<file path="src/hw/cwp_defs.vh">
// Constants for the code and write protection gate.
// Assumes inclusion by bare name from the design files.
`ifndef CWP_DEFS_VH
`define CWP_DEFS_VH
// ==========================================================
// Register offsets
`define CWP_OFS_CFG2      4'h0
`define CWP_OFS_CFG1      4'h1
`define CWP_OFS_STATUS    4'h2
`define CWP_OFS_VIOL      4'h3
// ==========================================================
// Field positions
`define CWP_SWG_LO        0
`define CWP_SWG_HI        1
`define CWP_RSV_BIT       4
`define CWP_PLOCK_BIT     0
`define CWP_ELOCK_BIT     1
// ==========================================================
// Reset and erased values
`define CWP_CFG2_ERASED   14'h3FFF
`define CWP_CFG1_ERASED   2'h3
// ==========================================================
// Self-write guard limits (first writable address)
`define CWP_LIM_OFF       12'h000
`define CWP_LIM_10        12'h200
`define CWP_LIM_01        12'h800
`define CWP_LIM_ALL       13'h1000
// ==========================================================
// Timing counts
`define CWP_SETTLE_LAST   2'h2
`endif

</file>
<file path="src/hw/cwp_gate.v">
// Protection gate between memories, the CPU and an external programmer.
// Assumes configuration words arrive as pins; the register port is on mclk.
//
// Overview of operation
// - Guard field is configuration word bits 1-0
// - Guard 11 off, 10/01/00 protect low ranges
// - Program lock low: refuse writes, read zero
// - CPU always reads program memory
// - EEPROM lock low blocks external access
// - CPU always reads and writes EEPROM
// - One independent lock bit per memory
//
// The strobed register port and the register offsets were left to the implementer.
`timescale 1ns/10ps
`default_nettype none
`include "cwp_defs.vh"
module cwp_gate
(
  input  wire        mclk,
  input  wire        rst_n,
  // Configuration pins
  input  wire [13:0] cfg2_word,
  input  wire        program_lock_n,
  input  wire        eeprom_lock_n,
  // External programmer, program memory
  input  wire        ext_pm_wr,
  input  wire        ext_pm_rd,
  input  wire [12:0] ext_pm_addr,
  input  wire [13:0] ext_pm_wdata,
  output reg  [13:0] ext_pm_rdata,
  output reg         ext_pm_rvalid,
  // External programmer, data EEPROM
  input  wire        ext_ee_wr,
  input  wire        ext_ee_rd,
  input  wire [7:0]  ext_ee_addr,
  input  wire [7:0]  ext_ee_wdata,
  output reg  [7:0]  ext_ee_rdata,
  output reg         ext_ee_rvalid,
  // CPU, program memory
  input  wire        cpu_pm_rd,
  input  wire        cpu_pm_wr,
  input  wire [12:0] cpu_pm_addr,
  input  wire [13:0] cpu_pm_wdata,
  output reg  [13:0] cpu_pm_rdata,
  output reg         cpu_pm_wblocked,
  // CPU, data EEPROM
  input  wire        cpu_ee_rd,
  input  wire        cpu_ee_wr,
  input  wire [7:0]  cpu_ee_addr,
  input  wire [7:0]  cpu_ee_wdata,
  output reg  [7:0]  cpu_ee_rdata,
  // Program memory port
  output reg         pm_rd,
  output reg         pm_wr,
  output reg  [12:0] pm_addr,
  output reg  [13:0] pm_wdata,
  input  wire [13:0] pm_rdata,
  // EEPROM port
  output reg         ee_rd,
  output reg         ee_wr,
  output reg  [7:0]  ee_addr,
  output reg  [7:0]  ee_wdata,
  input  wire [7:0]  ee_rdata,
  // Register port
  input  wire [3:0]  reg_addr,
  input  wire [15:0] reg_wdata,
  input  wire        reg_wr,
  input  wire        reg_rd,
  output reg  [15:0] reg_rdata
);
  // ==========================================================
  // Pin synchronisers
  wire [15:0] cfg_sync;
  cwp_sync2 #(.W(16)) u_sync
  (
    .mclk  (mclk),
    .rst_n (rst_n),
    .d     ({eeprom_lock_n, program_lock_n, cfg2_word}),
    .q     (cfg_sync)
  );

  // ==========================================================
  // Capture at reset release
  reg        captured;
  reg [1:0]  settle;
  reg [13:0] cfg2;
  reg        plock_n;
  reg        elock_n;
  // capture once, hold
  // The synchroniser needs two edges to fill; capturing any earlier would
  // latch its reset zeros and lock both memories by mistake
  always @(posedge mclk or negedge rst_n)
  begin
    if (!rst_n)
    begin
      settle   <= 2'h0;
      captured <= 1'b0;
      cfg2     <= `CWP_CFG2_ERASED;
      plock_n  <= 1'b0;              // Locked until captured
      elock_n  <= 1'b0;
    end
    else if (!captured)
    begin
      settle <= settle + 2'h1;
      if (settle == `CWP_SETTLE_LAST)
      begin
        captured <= 1'b1;
        cfg2     <= cfg_sync[13:0];
        plock_n  <= cfg_sync[14];
        elock_n  <= cfg_sync[15];
      end
    end
  end

  wire [1:0] self_write_guard = cfg2[`CWP_SWG_HI:`CWP_SWG_LO];

  // ==========================================================
  // Self-write range check
  wire swg_blocked;
  cwp_swg_decode u_swg
  (
    .guard   (self_write_guard),
    .addr    (cpu_pm_addr),
    .blocked (swg_blocked)
  );

  // ==========================================================
  // Arbitration and gating
  // CPU has priority; external access is dropped in a CPU cycle.
  // A dropped external read gets no rvalid, so the tool must retry it.
  reg         next_pm_rd;
  reg         next_pm_wr;
  reg  [12:0] next_pm_addr;
  reg  [13:0] next_pm_wdata;
  reg         next_ee_rd;
  reg         next_ee_wr;
  reg  [7:0]  next_ee_addr;
  reg  [7:0]  next_ee_wdata;
  wire        cpu_pm = cpu_pm_rd | cpu_pm_wr;
  wire        cpu_ee = cpu_ee_rd | cpu_ee_wr;
  always @*
  begin
    next_pm_rd    = 1'b0;
    next_pm_wr    = 1'b0;
    next_pm_addr  = ext_pm_addr;
    next_pm_wdata = ext_pm_wdata;
    next_ee_rd    = 1'b0;
    next_ee_wr    = 1'b0;
    next_ee_addr  = ext_ee_addr;
    next_ee_wdata = ext_ee_wdata;
    if (cpu_pm)
    begin
      next_pm_addr  = cpu_pm_addr;
      next_pm_wdata = cpu_pm_wdata;
      next_pm_rd    = cpu_pm_rd;
      next_pm_wr    = cpu_pm_wr & ~swg_blocked & captured;
    end
    else
    begin
      next_pm_rd = ext_pm_rd & plock_n;
      next_pm_wr = ext_pm_wr & plock_n;
    end
    if (cpu_ee)
    begin
      next_ee_addr  = cpu_ee_addr;
      next_ee_wdata = cpu_ee_wdata;
      next_ee_rd    = cpu_ee_rd;
      next_ee_wr    = cpu_ee_wr;
    end
    else
    begin
      next_ee_rd = ext_ee_rd & elock_n;
      next_ee_wr = ext_ee_wr & elock_n;
    end
  end

  // ==========================================================
  // Memory strobes and read return tracking
  // The lock travels with the read, so the answer follows the lock at request time
  reg pm_ext_rd_q;   // External program read in flight
  reg pm_ext_zero_q; // That read answers zero
  reg ee_ext_rd_q;
  reg pm_cpu_rd_q;
  reg ee_cpu_rd_q;
  reg pm_viol_q;
  reg ee_viol_q;
  always @(posedge mclk or negedge rst_n)
  begin
    if (!rst_n)
    begin
      pm_rd         <= 1'b0;
      pm_wr         <= 1'b0;
      pm_addr       <= 13'h0000;
      pm_wdata      <= 14'h0000;
      ee_rd         <= 1'b0;
      ee_wr         <= 1'b0;
      ee_addr       <= 8'h00;
      ee_wdata      <= 8'h00;
      pm_ext_rd_q   <= 1'b0;
      pm_ext_zero_q <= 1'b0;
      ee_ext_rd_q   <= 1'b0;
      pm_cpu_rd_q   <= 1'b0;
      ee_cpu_rd_q   <= 1'b0;
      cpu_pm_wblocked <= 1'b0;
    end
    else
    begin
      pm_rd         <= next_pm_rd;
      pm_wr         <= next_pm_wr;
      pm_addr       <= next_pm_addr;
      pm_wdata      <= next_pm_wdata;
      ee_rd         <= next_ee_rd;
      ee_wr         <= next_ee_wr;
      ee_addr       <= next_ee_addr;
      ee_wdata      <= next_ee_wdata;
      pm_ext_rd_q   <= ext_pm_rd & ~cpu_pm;
      pm_ext_zero_q <= ~plock_n;
      ee_ext_rd_q   <= ext_ee_rd & ~cpu_ee & elock_n;
      pm_cpu_rd_q   <= cpu_pm_rd;
      ee_cpu_rd_q   <= cpu_ee_rd;
      cpu_pm_wblocked <= cpu_pm_wr & (swg_blocked | ~captured);
    end
  end

  // ==========================================================
  // Read data return, one cycle after the memory strobe
  // The memories answer within the strobe cycle; the word is taken at the edge
  // that ends it, so no extra stage sits between memory and requester.
  always @(posedge mclk or negedge rst_n)
  begin
    if (!rst_n)
    begin
      ext_pm_rdata  <= 14'h0000;
      ext_pm_rvalid <= 1'b0;
      ext_ee_rdata  <= 8'h00;
      ext_ee_rvalid <= 1'b0;
      cpu_pm_rdata  <= 14'h0000;
      cpu_ee_rdata  <= 8'h00;
    end
    else
    begin
      ext_pm_rvalid <= pm_ext_rd_q;
      ext_pm_rdata  <= (pm_ext_rd_q & ~pm_ext_zero_q) ? pm_rdata : 14'h0000;
      ext_ee_rvalid <= ee_ext_rd_q;
      ext_ee_rdata  <= ee_ext_rd_q ? ee_rdata : 8'h00;
      if (pm_cpu_rd_q)
        cpu_pm_rdata <= pm_rdata;
      if (ee_cpu_rd_q)
        cpu_ee_rdata <= ee_rdata;
    end
  end

  // ==========================================================
  // Violation flags: set by refused external access, cleared by
  // writing one; a set in the clear cycle wins.
  // They are diagnostic only and never gate an access.
  wire pm_viol_set = ~cpu_pm & ~plock_n & (ext_pm_rd | ext_pm_wr);
  wire ee_viol_set = ~cpu_ee & ~elock_n & (ext_ee_rd | ext_ee_wr);
  wire viol_clr    = reg_wr & (reg_addr == `CWP_OFS_VIOL);
  always @(posedge mclk or negedge rst_n)
  begin
    if (!rst_n)
    begin
      pm_viol_q <= 1'b0;
      ee_viol_q <= 1'b0;
    end
    else
    begin
      pm_viol_q <= pm_viol_set | (pm_viol_q & ~(viol_clr & reg_wdata[0]));
      ee_viol_q <= ee_viol_set | (ee_viol_q & ~(viol_clr & reg_wdata[1]));
    end
  end

  // ==========================================================
  // Register read port; captured settings are read only
  always @(posedge mclk or negedge rst_n)
  begin
    if (!rst_n)
      reg_rdata <= 16'h0000;
    else if (reg_rd)
    begin
      case (reg_addr)
        `CWP_OFS_CFG2:   reg_rdata <= {2'h0, cfg2};
        `CWP_OFS_CFG1:   reg_rdata <= {14'h0000, elock_n, plock_n};
        `CWP_OFS_STATUS: reg_rdata <= {13'h0000, captured, self_write_guard};
        `CWP_OFS_VIOL:   reg_rdata <= {14'h0000, ee_viol_q, pm_viol_q};
        default:         reg_rdata <= 16'h0000;
      endcase
    end
    else
      reg_rdata <= 16'h0000;
  end
endmodule // cwp_gate
`default_nettype wire

</file>
<file path="src/hw/cwp_swg_decode.v">
// Self-write guard decode for the flash write control path.
// Assumes a settled guard field and a 13-bit program address.
`timescale 1ns/10ps
`default_nettype none
`include "cwp_defs.vh"
module cwp_swg_decode
(
  input  wire [1:0]  guard,
  input  wire [12:0] addr,
  output reg         blocked
);
  reg [12:0] limit;
  // ==========================================================
  // Decode
  // guard range decode
  always @*
  begin
    case (guard)
      2'h3:    limit = {1'b0, `CWP_LIM_OFF};
      2'h2:    limit = {1'b0, `CWP_LIM_10};
      2'h1:    limit = {1'b0, `CWP_LIM_01};
      default: limit = `CWP_LIM_ALL;
    endcase
    blocked = (addr < limit);
  end
endmodule // cwp_swg_decode
`default_nettype wire

</file>
<file path="src/hw/cwp_sync2.v">
// Two-flop synchroniser for a group of pin levels.
// Assumes inputs are asynchronous to mclk.
`timescale 1ns/10ps
`default_nettype none
module cwp_sync2 #(
  parameter W = 4
)
(
  input  wire         mclk,
  input  wire         rst_n,
  input  wire [W-1:0] d,
  output reg  [W-1:0] q
);
  reg [W-1:0] meta;
  // ==========================================================
  // First flop feeds only the second
  always @(posedge mclk or negedge rst_n)
  begin
    if (!rst_n)
    begin
      meta <= {W{1'b0}};
      q    <= {W{1'b0}};
    end
    else
    begin
      meta <= d;
      q    <= meta;
    end
  end
endmodule // cwp_sync2
`default_nettype wire

</file>
<file path="config.mk">
export PLATFORM = sky130hd
export DESIGN_NAME = cwp_gate
export DESIGN_NICKNAME = d
export VERILOG_FILES = /design/src/hw/cwp_gate.v /design/src/hw/cwp_swg_decode.v /design/src/hw/cwp_sync2.v
export VERILOG_INCLUDE_DIRS = /design/src /design/src/hw
export SDC_FILE = /design/constraint.sdc
export NUM_CORES = 1
export LEC_CHECK = 0
export BUFFER_PORTS_ARGS = -buffer_cell sky130_fd_sc_hd__buf_2
export CAP_MARGIN = 20
export CORE_UTILIZATION = 42
export DETAILED_ROUTE_END_ITERATION = 8
export GPL_TIMING_DRIVEN = 1
export HOLD_SLACK_MARGIN = 0.08
export PLACE_DENSITY_LB_ADDON = 0.25
export SLEW_MARGIN = 15
export SYNTH_ARGS = -nofsm -noshare
export SYNTH_HDL_FRONTEND = slang
export SYNTH_SLANG_ARGS = --single-unit
</file>
<file path="constraint.sdc">
create_clock -name mclk -period 1.5 [get_ports mclk]
set_input_delay 0.3 -clock mclk [delete_from_list [all_inputs] [get_ports mclk]]
set_output_delay 0.3 -clock mclk [all_outputs]
set_load 0.02 [all_outputs]
</file>
## Yosys cells after proc, flatten, opt, wreduce, memory -nomap -nowiden

Index checks and enable logic that the tools add are counted.

| cells by class | value |
|---|---|
| add/subtract/negate cells | 1 |
| magnitude comparators | 1 |
| equality and inequality tests | 7 |
| muxes and demuxes | 15 |
| bitwise gates (word level) | 36 |
| reduce and logical (&&, ||, !) cells | 2 |

Operator list:

| kind | count |
|---|---|
| $pmux W14 S4 | 1 |
| $pmux W13 S3 | 1 |
| $mux W14 | 2 |
| $mux W8 | 3 |
| $and A1 B1 Y1 | 20 |
| $mux W16 | 1 |
| $lt A13 B13 Y1 | 1 |
| $mux W13 | 1 |
| $not A1 Y1 | 9 |
| $eq A4 B2 Y1 const B | 2 |
| $or A1 B1 Y1 | 7 |
| $eq A2 B2 Y1 const B | 3 |
| $mux W1 | 6 |
| $eq A4 B1 Y1 const B | 1 |
| $logic_not A4 Y1 | 1 |
| $add A2 B1 Y2 const B | 1 |
| $eq A2 B1 Y1 const B | 1 |
| $reduce_and A2 Y1 | 1 |

| storage, ports and cells | value |
|---|---|
| register bits after elaboration | 168 |
| bits of input ports | 156 |
| output and inout port bits | 110 |
| word-level logic and storage cells | 92 |

## Depth between registers and ports, before layout

Gate-level depths: netlist (run 1).

| depth | value |
|---|---|
| word-level depth | 7 |
| mapped depth | 7 |
| gate-level depth less buffers | 5 |

## Cells and area by module

Synthesis (run 1) repeated with hierarchy kept, for this count alone.

| second synthesis, totals | value |
|---|---|
| cell total of the unflattened synthesis | 345 |
| area total of the unflattened synthesis | 5729.2 um^2 |

By module, submodules not included:

| module | times used | cells each | area an instance (um^2) | seq. area each (um^2) |
|---|---|---|---|---|
| cwp_gate | 1 | 306 | 4865.9 | 3370.7 |
| cwp_sync2 | 1 | 32 | 800.8 | 800.8 |
| cwp_swg_decode | 1 | 7 | 62.6 | 0.0 |

## Worst setup path after synthesis (run 1)

OpenSTA, ideal clock, no wires.

| timing path | value |
|---|---|
| path type | flip-flop to flip-flop |
| start | register cfg2[1] |
| end | register pm_wr |
| setup time | 0.120 ns |
| data arrival time | 1.379 ns |
| slack | 0.001 ns |
| stages on the path, launching flop included | 6 |
| path buffers | 0 |
| cell sequence | dfstp_2 > or2_2 > ha_1 > a21oi_1 > o21ai_0 > a31o_2 |

| on the way | value |
|---|---|
| longest elaborated chain between the ends | 7 |

Ends and longest elaborated chain:

| what | line | RTL |
|---|---|---|
| start, declared | cwp_gate.v:86 | `reg [13:0] cfg2;` |
| start signal, assigned | cwp_gate.v:98 | `` cfg2 <= `CWP_CFG2_ERASED; `` |
| start signal, assigned | cwp_gate.v:108 | `cfg2 <= cfg_sync[13:0];` |
| $eq A2 B1 Y1 / $eq A2 B2 Y1 (equally long branches) | cwp_swg_decode.v:18 | `case (guard)` |
| $pmux W13 S3 * | cwp_swg_decode.v:18 |  |
| $lt A13 B13 Y1 * | cwp_swg_decode.v:24 | `blocked = (addr < limit);` |
| $not A1 Y1 * | cwp_gate.v:156 | `next_pm_wr = cpu_pm_wr & ~swg_blocked & captured;` |
| $and A1 B1 Y1 * (2 in a row) | cwp_gate.v:156 |  |
| $mux W1 * | cwp_gate.v:151 | `if (cpu_pm)` |
| via next_pm_wr | cwp_gate.v:132 | `reg next_pm_wr;` |
| end signal, assigned | cwp_gate.v:209 | `pm_wr <= next_pm_wr;` |
| end, declared | cwp_gate.v:54 | `output reg pm_wr,` |

The timed path passes the listed nets; every way through them passes the cells marked *.
A chain may end at the register's enable or synchronous reset.

## Worst setup path after layout (run 1)

| timing path | value |
|---|---|
| start | input cpu_pm_rd |
| end | register pm_wdata[1] |

| on the way | value |
|---|---|
| longest elaborated chain between the ends | 2 |

Ends and longest elaborated chain:

| what | line | RTL |
|---|---|---|
| start, declared | cwp_gate.v:40 | `input wire cpu_pm_rd,` |
| $or A1 B1 Y1 | cwp_gate.v:139 | `wire cpu_pm = cpu_pm_rd \| cpu_pm_wr;` |
| $mux W14 | cwp_gate.v:151 |  |
| via next_pm_wdata[1] | cwp_gate.v:134 | `reg [13:0] next_pm_wdata;` |
| end signal, assigned | cwp_gate.v:211 | `pm_wdata <= next_pm_wdata;` |
| end, declared | cwp_gate.v:56 | `output reg [13:0] pm_wdata,` |

The timed path passes the listed nets, and every way through them passes these cells.

==> results.toml, run 1 <==
[outcome]
outcome = "completed"

[route]
drtAntennaViolNets = 0
wire_per_inst_um = 13.8
first_pass_iters = 4
routed_wl_um = 11400
viasPerCell = 4.50
vias = 3701
drc_errors = 0
drt_iter0_markers = 111

[critical_path]
cp.arrival_ns = 1.72
start_kind = "primary input"
endpoint_kind = "flip-flop"
crit_fanout = 27
criticalPathCategory = "primary input to flip-flop"
crit_required_ns = 1.79

[timing]
finalSetupViolCount = 0
max_freq_ghz = 0.699
skew_ns = 0.00559
fin_worst_hold_slack_ns = 0.108
final_max_slew_viol_count = 0
grt_setup_unrepaired = "no"
hold_viol_final = 0
period_minus_slack_ns = 1.43
slew_headroom_pct = 48.1
worst_pin_slew_ns = 0.777
period_share_pct = 95.4

[global_route]
overflow = 0
grt_pass1_wl_um = 18700
grt_antenna_before_repair = 0
grt_start_max_net_pins = 47
first_global_vias = 3855
grt.total_usage_pct = 17.3

[clock_tree]
clockRootBuffer = "clkbuf_16"
clk_pin_slew_ns = 0.06
cts_inserted_buffers = 17
post_cts_buffers = 0
htreeDepth = 4
insertion_delay_ns = 0.41
cts.path.max_buffers = 2
clock-sinks = 166
cts_tree = "yes"

[die]
chipWidth_um = 119
start_util_pct = 43.1
die_h_um = 119
io_pins = 266
core_mm2 = 0.0133
num_rows = 42
die_area_mm2 = 0.0141

[final_layout]
diodes = 0
area_growth_pct = 42.6
utilization_pct = 61.4
drive_gt1_share_pct = 59.2
stdcell_area_mm2 = 0.00816
final_nets = 793

[yosys]
synth_area_mm2 = 0.00573
ys_warn_count = 0
ys_ff_latch = 166
yosys-top-cells-area = "dfrtp_1, mux2_2, dfstp_2"
seq_area_frac_synth_pct = 72.8
syn_inst = 345
ys_types = 35
avgSynthCellArea_um2 = 16.6
synth_top_area_share_pct = 66.4
yosysTopAreaCell = "dfrtp_1"

[flow_run]
max-cap-violations = 0

[min_path]
hold_class = "primary input to flip-flop"

[power]
vdd_drop_max_v = 0.000697
power_density_mw_per_mm2 = 1290
p_leak_nw = 4.08
p_total_mw = 10.6

[placed_design]
gp_congestion = 0.707
dp_hpwl_um = 8320
io_buffers = 249
place_area_mm2 = 0.00729
-- worst paths after layout --
check / start / endpoint / slack [ns] / cells after the start
max in group asynchronous: rst_n / cfg2[1]$_DFFE_PN1P_ / 0.60 / 3
worst max-delay path: cpu_pm_rd / pm_wdata[1]$_DFF_PN0_ / 0.07 / 5
min in group asynchronous: rst_n / u_sync.meta[8]$_DFF_PN0_ / 0.33 / 2
worst max register to register: settle[0]$_DFFE_PN0N_ / cfg2[4]$_DFFE_PN1P_ / 0.08 / 5
worst min register to register: u_sync.meta[14]$_DFF_PN0_ / u_sync.q[14]$_DFF_PN0_ / 0.34 / 0
worst min-delay path: pm_rdata[5] / ext_pm_rdata[5]$_DFF_PN0_ / 0.11 / 2
-- cell type report --
cell class / instances / area [um^2]
timing repair buffer: 283 / 1630
clock buffer: 20 / 447
tap: 176 / 220
clock inverter: 12 / 201
fill: 1023 / 5130
multi-input combinational: 164 / 1480
inverter: 2 / 7.51
sequential: 166 / 4170
-- Yosys cell counts --
cell	n
nor3_4	1
a21boi_0	1
o21ai_1	1
buf_2	2
nor3_1	3
a21oi_1	1
clkbuf_2	1
buf_4	6
nand3_1	2
ha_1	3
nor2_1	4
o21ai_0	4
nand2_1	7
and2_1	34
nor2_4	1
mux2_1	16
or2_2	2
clkbuf_1	2
buf_6	3
a211oi_1	2
nand2b_1	1
a31o_2	1
inv_1	2
or3b_4	1
conb_1	1
nor4b_1	1
and3_1	1
nor2b_1	2
o2bb2ai_1	2
dfstp_2	14
mux2i_1	3
o21bai_1	3
dfrtp_1	152
mux2_2	64
xnor2_1	1
-- critical path, stage by stage --
cell and delay (ns):
dlygate4sd3_1 0.53, buf_2 0.15, nor2_2 0.16, buf_12 0.21, mux2_2 0.36
-- sequential cells by signal (all words and copies together), names as in the netlist, 2 cells and up --
signal        cells
u_sync.q         16
cfg2             14
ee_wdata          8
pm_wdata         14
cpu_ee_rdata      8
u_sync.meta      16
reg_rdata        14
settle            2
cpu_pm_rdata     14
ext_pm_rdata     14
ee_addr           8
ext_ee_rdata      8
pm_addr          13
-- logic make-up after synthesis --
| group | synth area share [%] |
|---|---|
| muxes | 16.3 |
| xor gates and xnor gates | 0.153 |
| buffers and inverters | 1.90 |
| other | 0.0655 |
| and+or+nand+nor | 6.36 |
| AOI/OAI and AO/OA | 1.77 |
| adders and majority gates | 0.656 |
| DFF | 72.8 |
-- per-stage QoR --
| step | instances | setup WS, ns | setup TNS [ns] |
|---|---|---|---|
| after CTS | 823 | 0.0365 | 0 |
| after global placement | 772 | -0.0388 | -0.0388 |
| after global routing | 823 | 0.000556 | 0 |
| after detailed placement | 772 | -0.0360 | -0.0360 |
| after floorplan | 346 | 0.000787 | 0 |
| final | 823 | 0.0688 | 0 |
-- cells in the final DEF, fill, tap and decap left out, types with 2 or more instances in the layout --
| cell | count |
|---|---|
| a211oi_1 | 2 |
| and2_1 | 34 |
| buf_12 | 6 |
| buf_2 | 248 |
| buf_4 | 8 |
| buf_6 | 2 |
| bufinv_16 | 5 |
| clkbuf_1 | 2 |
| clkbuf_16 | 17 |
| clkinv_2 | 2 |
| clkinv_4 | 3 |
| clkinvlp_4 | 2 |
| conb_1 | 2 |
| dfrtp_1 | 152 |
| dfstp_2 | 14 |
| dlygate4sd3_1 | 19 |
| ha_1 | 2 |
| inv_1 | 2 |
| mux2_1 | 16 |
| mux2_2 | 64 |
| mux2i_1 | 3 |
| nand2_1 | 7 |
| nand3_1 | 2 |
| nor2_1 | 3 |
| nor3_1 | 3 |
| o21ai_0 | 3 |
| o21bai_1 | 3 |
| o2bb2ai_1 | 2 |
-- timing repair --
item,4_1_cts,5_1_grt
hold endpoints to repair,155,0
hold buffers,19,0
resized for setup,3,4
pin swaps,0,2
setup endpoints to repair,2,3
-- where the power goes --
group	total, mW	switching (mW)	internal (mW)	leakage [nW]
clock	4.65	1.65	3.00	0.310
sequential	4.84	0.0900	4.75	2.00
combinational	1.08	0.579	0.503	1.78
-- metal layers --
metal / global-route usage (%) / routed length [um] / vias up
li1: - / - / 1739
met1: 20.3 / 4610 / 1808
met2: 29.8 / 5990 / 132
met3: 4.05 / 534 / 22
met4: 8.47 / 246 / 0
met5: 0 / 0 / -
Note: power is estimated with default switching activity, not from simulation.
==> run 2, diff against run 1 <==
Settings changed: SYNTH_HIERARCHICAL set to 1.
==> results.toml, run 2 <==
[final_layout]
stdcell_area_mm2 = 0.00819
final_common_cell = "buf_2"
fin_cells = 826
fill_cells = 1061
area_growth_pct = 42.9
layout_common_cells = "buf_2, dfrtp_1, mux2_2, and2_1, dlygate4sd3_1"
final_nets = 797
largest_registers = "u_sync/meta (16), u_sync/q (16)"
diodes = 0
drive_gt1_share_pct = 58.3

[timing]
max_freq_ghz = 0.629
period_share_pct = 106
finalSetupViolCount = 2
slew_headroom_pct = 51.1
period_minus_slack_ns = 1.59
grt_setup_unrepaired = "yes"
hold_viol_final = 0
worst_pin_slew_ns = 0.731
worst_slack_ns = -0.0899
skew_ns = 0.00597
final_max_slew_viol_count = 0

[critical_path]
reg2reg_slack_ns = -0.09
criticalPathCategory = "flip-flop to flip-flop"
timing.rr.start = "cfg2[0]$_DFFE_PN1P_"
endpoint_kind = "flip-flop"
r2r-end = "pm_wr$_DFF_PN0_"
worstRegToRegCells = 6
start_kind = "flip-flop"
cp.arrival_ns = 1.89
crit_fanout = 3
crit_required_ns = 1.80

[placed_design]
place_area_mm2 = 0.00733
dp.cells = 771
io_buffers = 249
gp_congestion = 0.757
dp_hpwl_um = 8430

[yosys]
yosys-top-cells-area = "dfrtp_1, mux2_2, dfstp_2"
ys_ff_latch = 166
ys_warn_count = 6
yosys_most_used_dff = "dfrtp_1"
synth_common_cells = "dfrtp_1, mux2_2, and2_1"
yosysTopAreaCell = "dfrtp_1"
syn_inst = 345
ys_types = 36
avgSynthCellArea_um2 = 16.6
seq_area_frac_synth_pct = 72.8
synth_area_mm2 = 0.00573
synth_top_area_share_pct = 66.4
yosysMostFrequentCell = "dfrtp_1"
synth_async_sr_flop_share_pct = 100
synth_edf_count = 0

[die]
chipWidth_um = 119
io_pins = 266
num_rows = 42
start_util_pct = 43.1
die_area_mm2 = 0.0141
core_mm2 = 0.0133
die_h_um = 119

[route]
routed_wl_um = 11800
drc_errors = 0
vias = 3796
first_pass_iters = 4
wire_per_inst_um = 14.3
drtAntennaViolNets = 0
drt_iter0_markers = 98
viasPerCell = 4.60

[global_route]
overflow = 0
grt_start_max_net_pins = 45
grt_antenna_before_repair = 0
grt.total_usage_pct = 17.7
first_global_vias = 3940
grt_pass1_wl_um = 19000

[clock_tree]
insertion_delay_ns = 0.41
clockRootBuffer = "clkbuf_16"
htreeDepth = 4
clk_pin_slew_ns = 0.06
cts_inserted_buffers = 17
clock-sinks = 166
cts_tree = "yes"
cts.path.max_buffers = 2

[min_path]
hold_class = "primary input to flip-flop"
whs_path_depth = 2
hold_start = "cpu_ee_addr[3]"
worstHoldEndpoint = "ee_addr[3]$_DFF_PN0_"

[flow_run]
max-cap-violations = 0

[power]
p_leak_nw = 4.11
power_density_mw_per_mm2 = 1240
vdd_drop_max_v = 0.000729

[outcome]
failed_checks = "setup timing"
outcome = "finished with violations"
## run 2: layer usage
layer | part of all wire, % | vias up | GRT usage (%)
met4 | 2.3 | 0 | 8.15
met1 | 41 | 1854 | 21.3
li1 | - | 1747 | -
met2 | 50 | 172 | 29.1
met3 | 6.6 | 23 | 5.41
met5 | 0 | - | 0
## run 2: how the worst max path moves through the flow
| stage | startpoint | endpoint | slack (ns) | cells after the start |
|---|---|---|---|---|
| floorplan | cfg2[0]$_DFFE_PN1P_ | pm_wr$_DFF_PN0_ | -0.04 | 6 |
| global placement | cfg2[0]$_DFFE_PN1P_ | pm_wr$_DFF_PN0_ | -0.08 | 6 |
| detailed placement | cfg2[0]$_DFFE_PN1P_ | pm_wr$_DFF_PN0_ | -0.09 | 6 |
| CTS | cfg2[0]$_DFFE_PN1P_ | pm_wr$_DFF_PN0_ | -0.1 | 6 |
| global route | cfg2[0]$_DFFE_PN1P_ | pm_wr$_DFF_PN0_ | -0.16 | 6 |
| finish | cfg2[0]$_DFFE_PN1P_ | pm_wr$_DFF_PN0_ | -0.09 | 6 |
## run 2: worst max-delay path: stages, from the launching register on
cell	delay (ns)
dfstp_2	0.53
or2b_1	0.23
ha_2	0.16
a21o_1	0.14
a31oi_1	0.13
inv_1	0.07
a31o_2	0.20
## run 2: report_power, final
group / switching, mW / leakage (nW) / internal, mW
clock network: 1.60 / 0.296 / 2.66
logic: 0.582 / 1.82 / 0.507
registers: 0.0864 / 1.99 / 4.74
## run 2: timing repair
action	in CTS	in global routing
setup buffers	0	0
hold endpoints to repair	56	1
gates resized for setup	0	2
hold buffers	22	1
endpoints found under the setup margin	2	35
pin swaps	1	0
gates cloned	0	1
## run 2: area by class of cell
class	count	area (um^2)	share of cell area, %
Clock buffer	24	502	6.13
Clock inverter	7	92.6	1.13
Inverter	3	11.3	0.138
Multi-Input combinational cell	163	1490	18.2
Sequential cell	166	4170	51.0
Tap cell	176	220	2.69
Timing Repair Buffer	287	1700	20.8
## run 2: logic make-up after synthesis
family	after synthesis	synth area share (%)
fa+ha+maj	3	0.655
other cells	1	0.0655
mux	83	16.2
buf+inv	17	1.81
simple gates	60	6.42
flops	166	72.8
compound gates	14	1.83
xor+xnor	1	0.153
## run 2: metrics by stage
step | worst slack, ns | total power, mW | hold WS, ns | setup TNS [ns] | utilization (%)
6_report | -0.0899 | 10.2 | 0.102 | -0.115 | 61.6
5_1_grt | -0.164 | 10.6 | 0.0831 | -0.298 | 61.6
4_1_cts | -0.0959 | 10.3 | 0.0804 | -0.132 | 61.2
3_5_place_dp | -0.0855 | 5.95 | 0.255 | -0.114 | 55.1
3_3_place_gp | -0.0757 | 5.92 | 0.249 | -0.0773 | 55.1
2_1_floorplan | -0.0412 | 5.39 | 0.00441 | -0.0412 | -
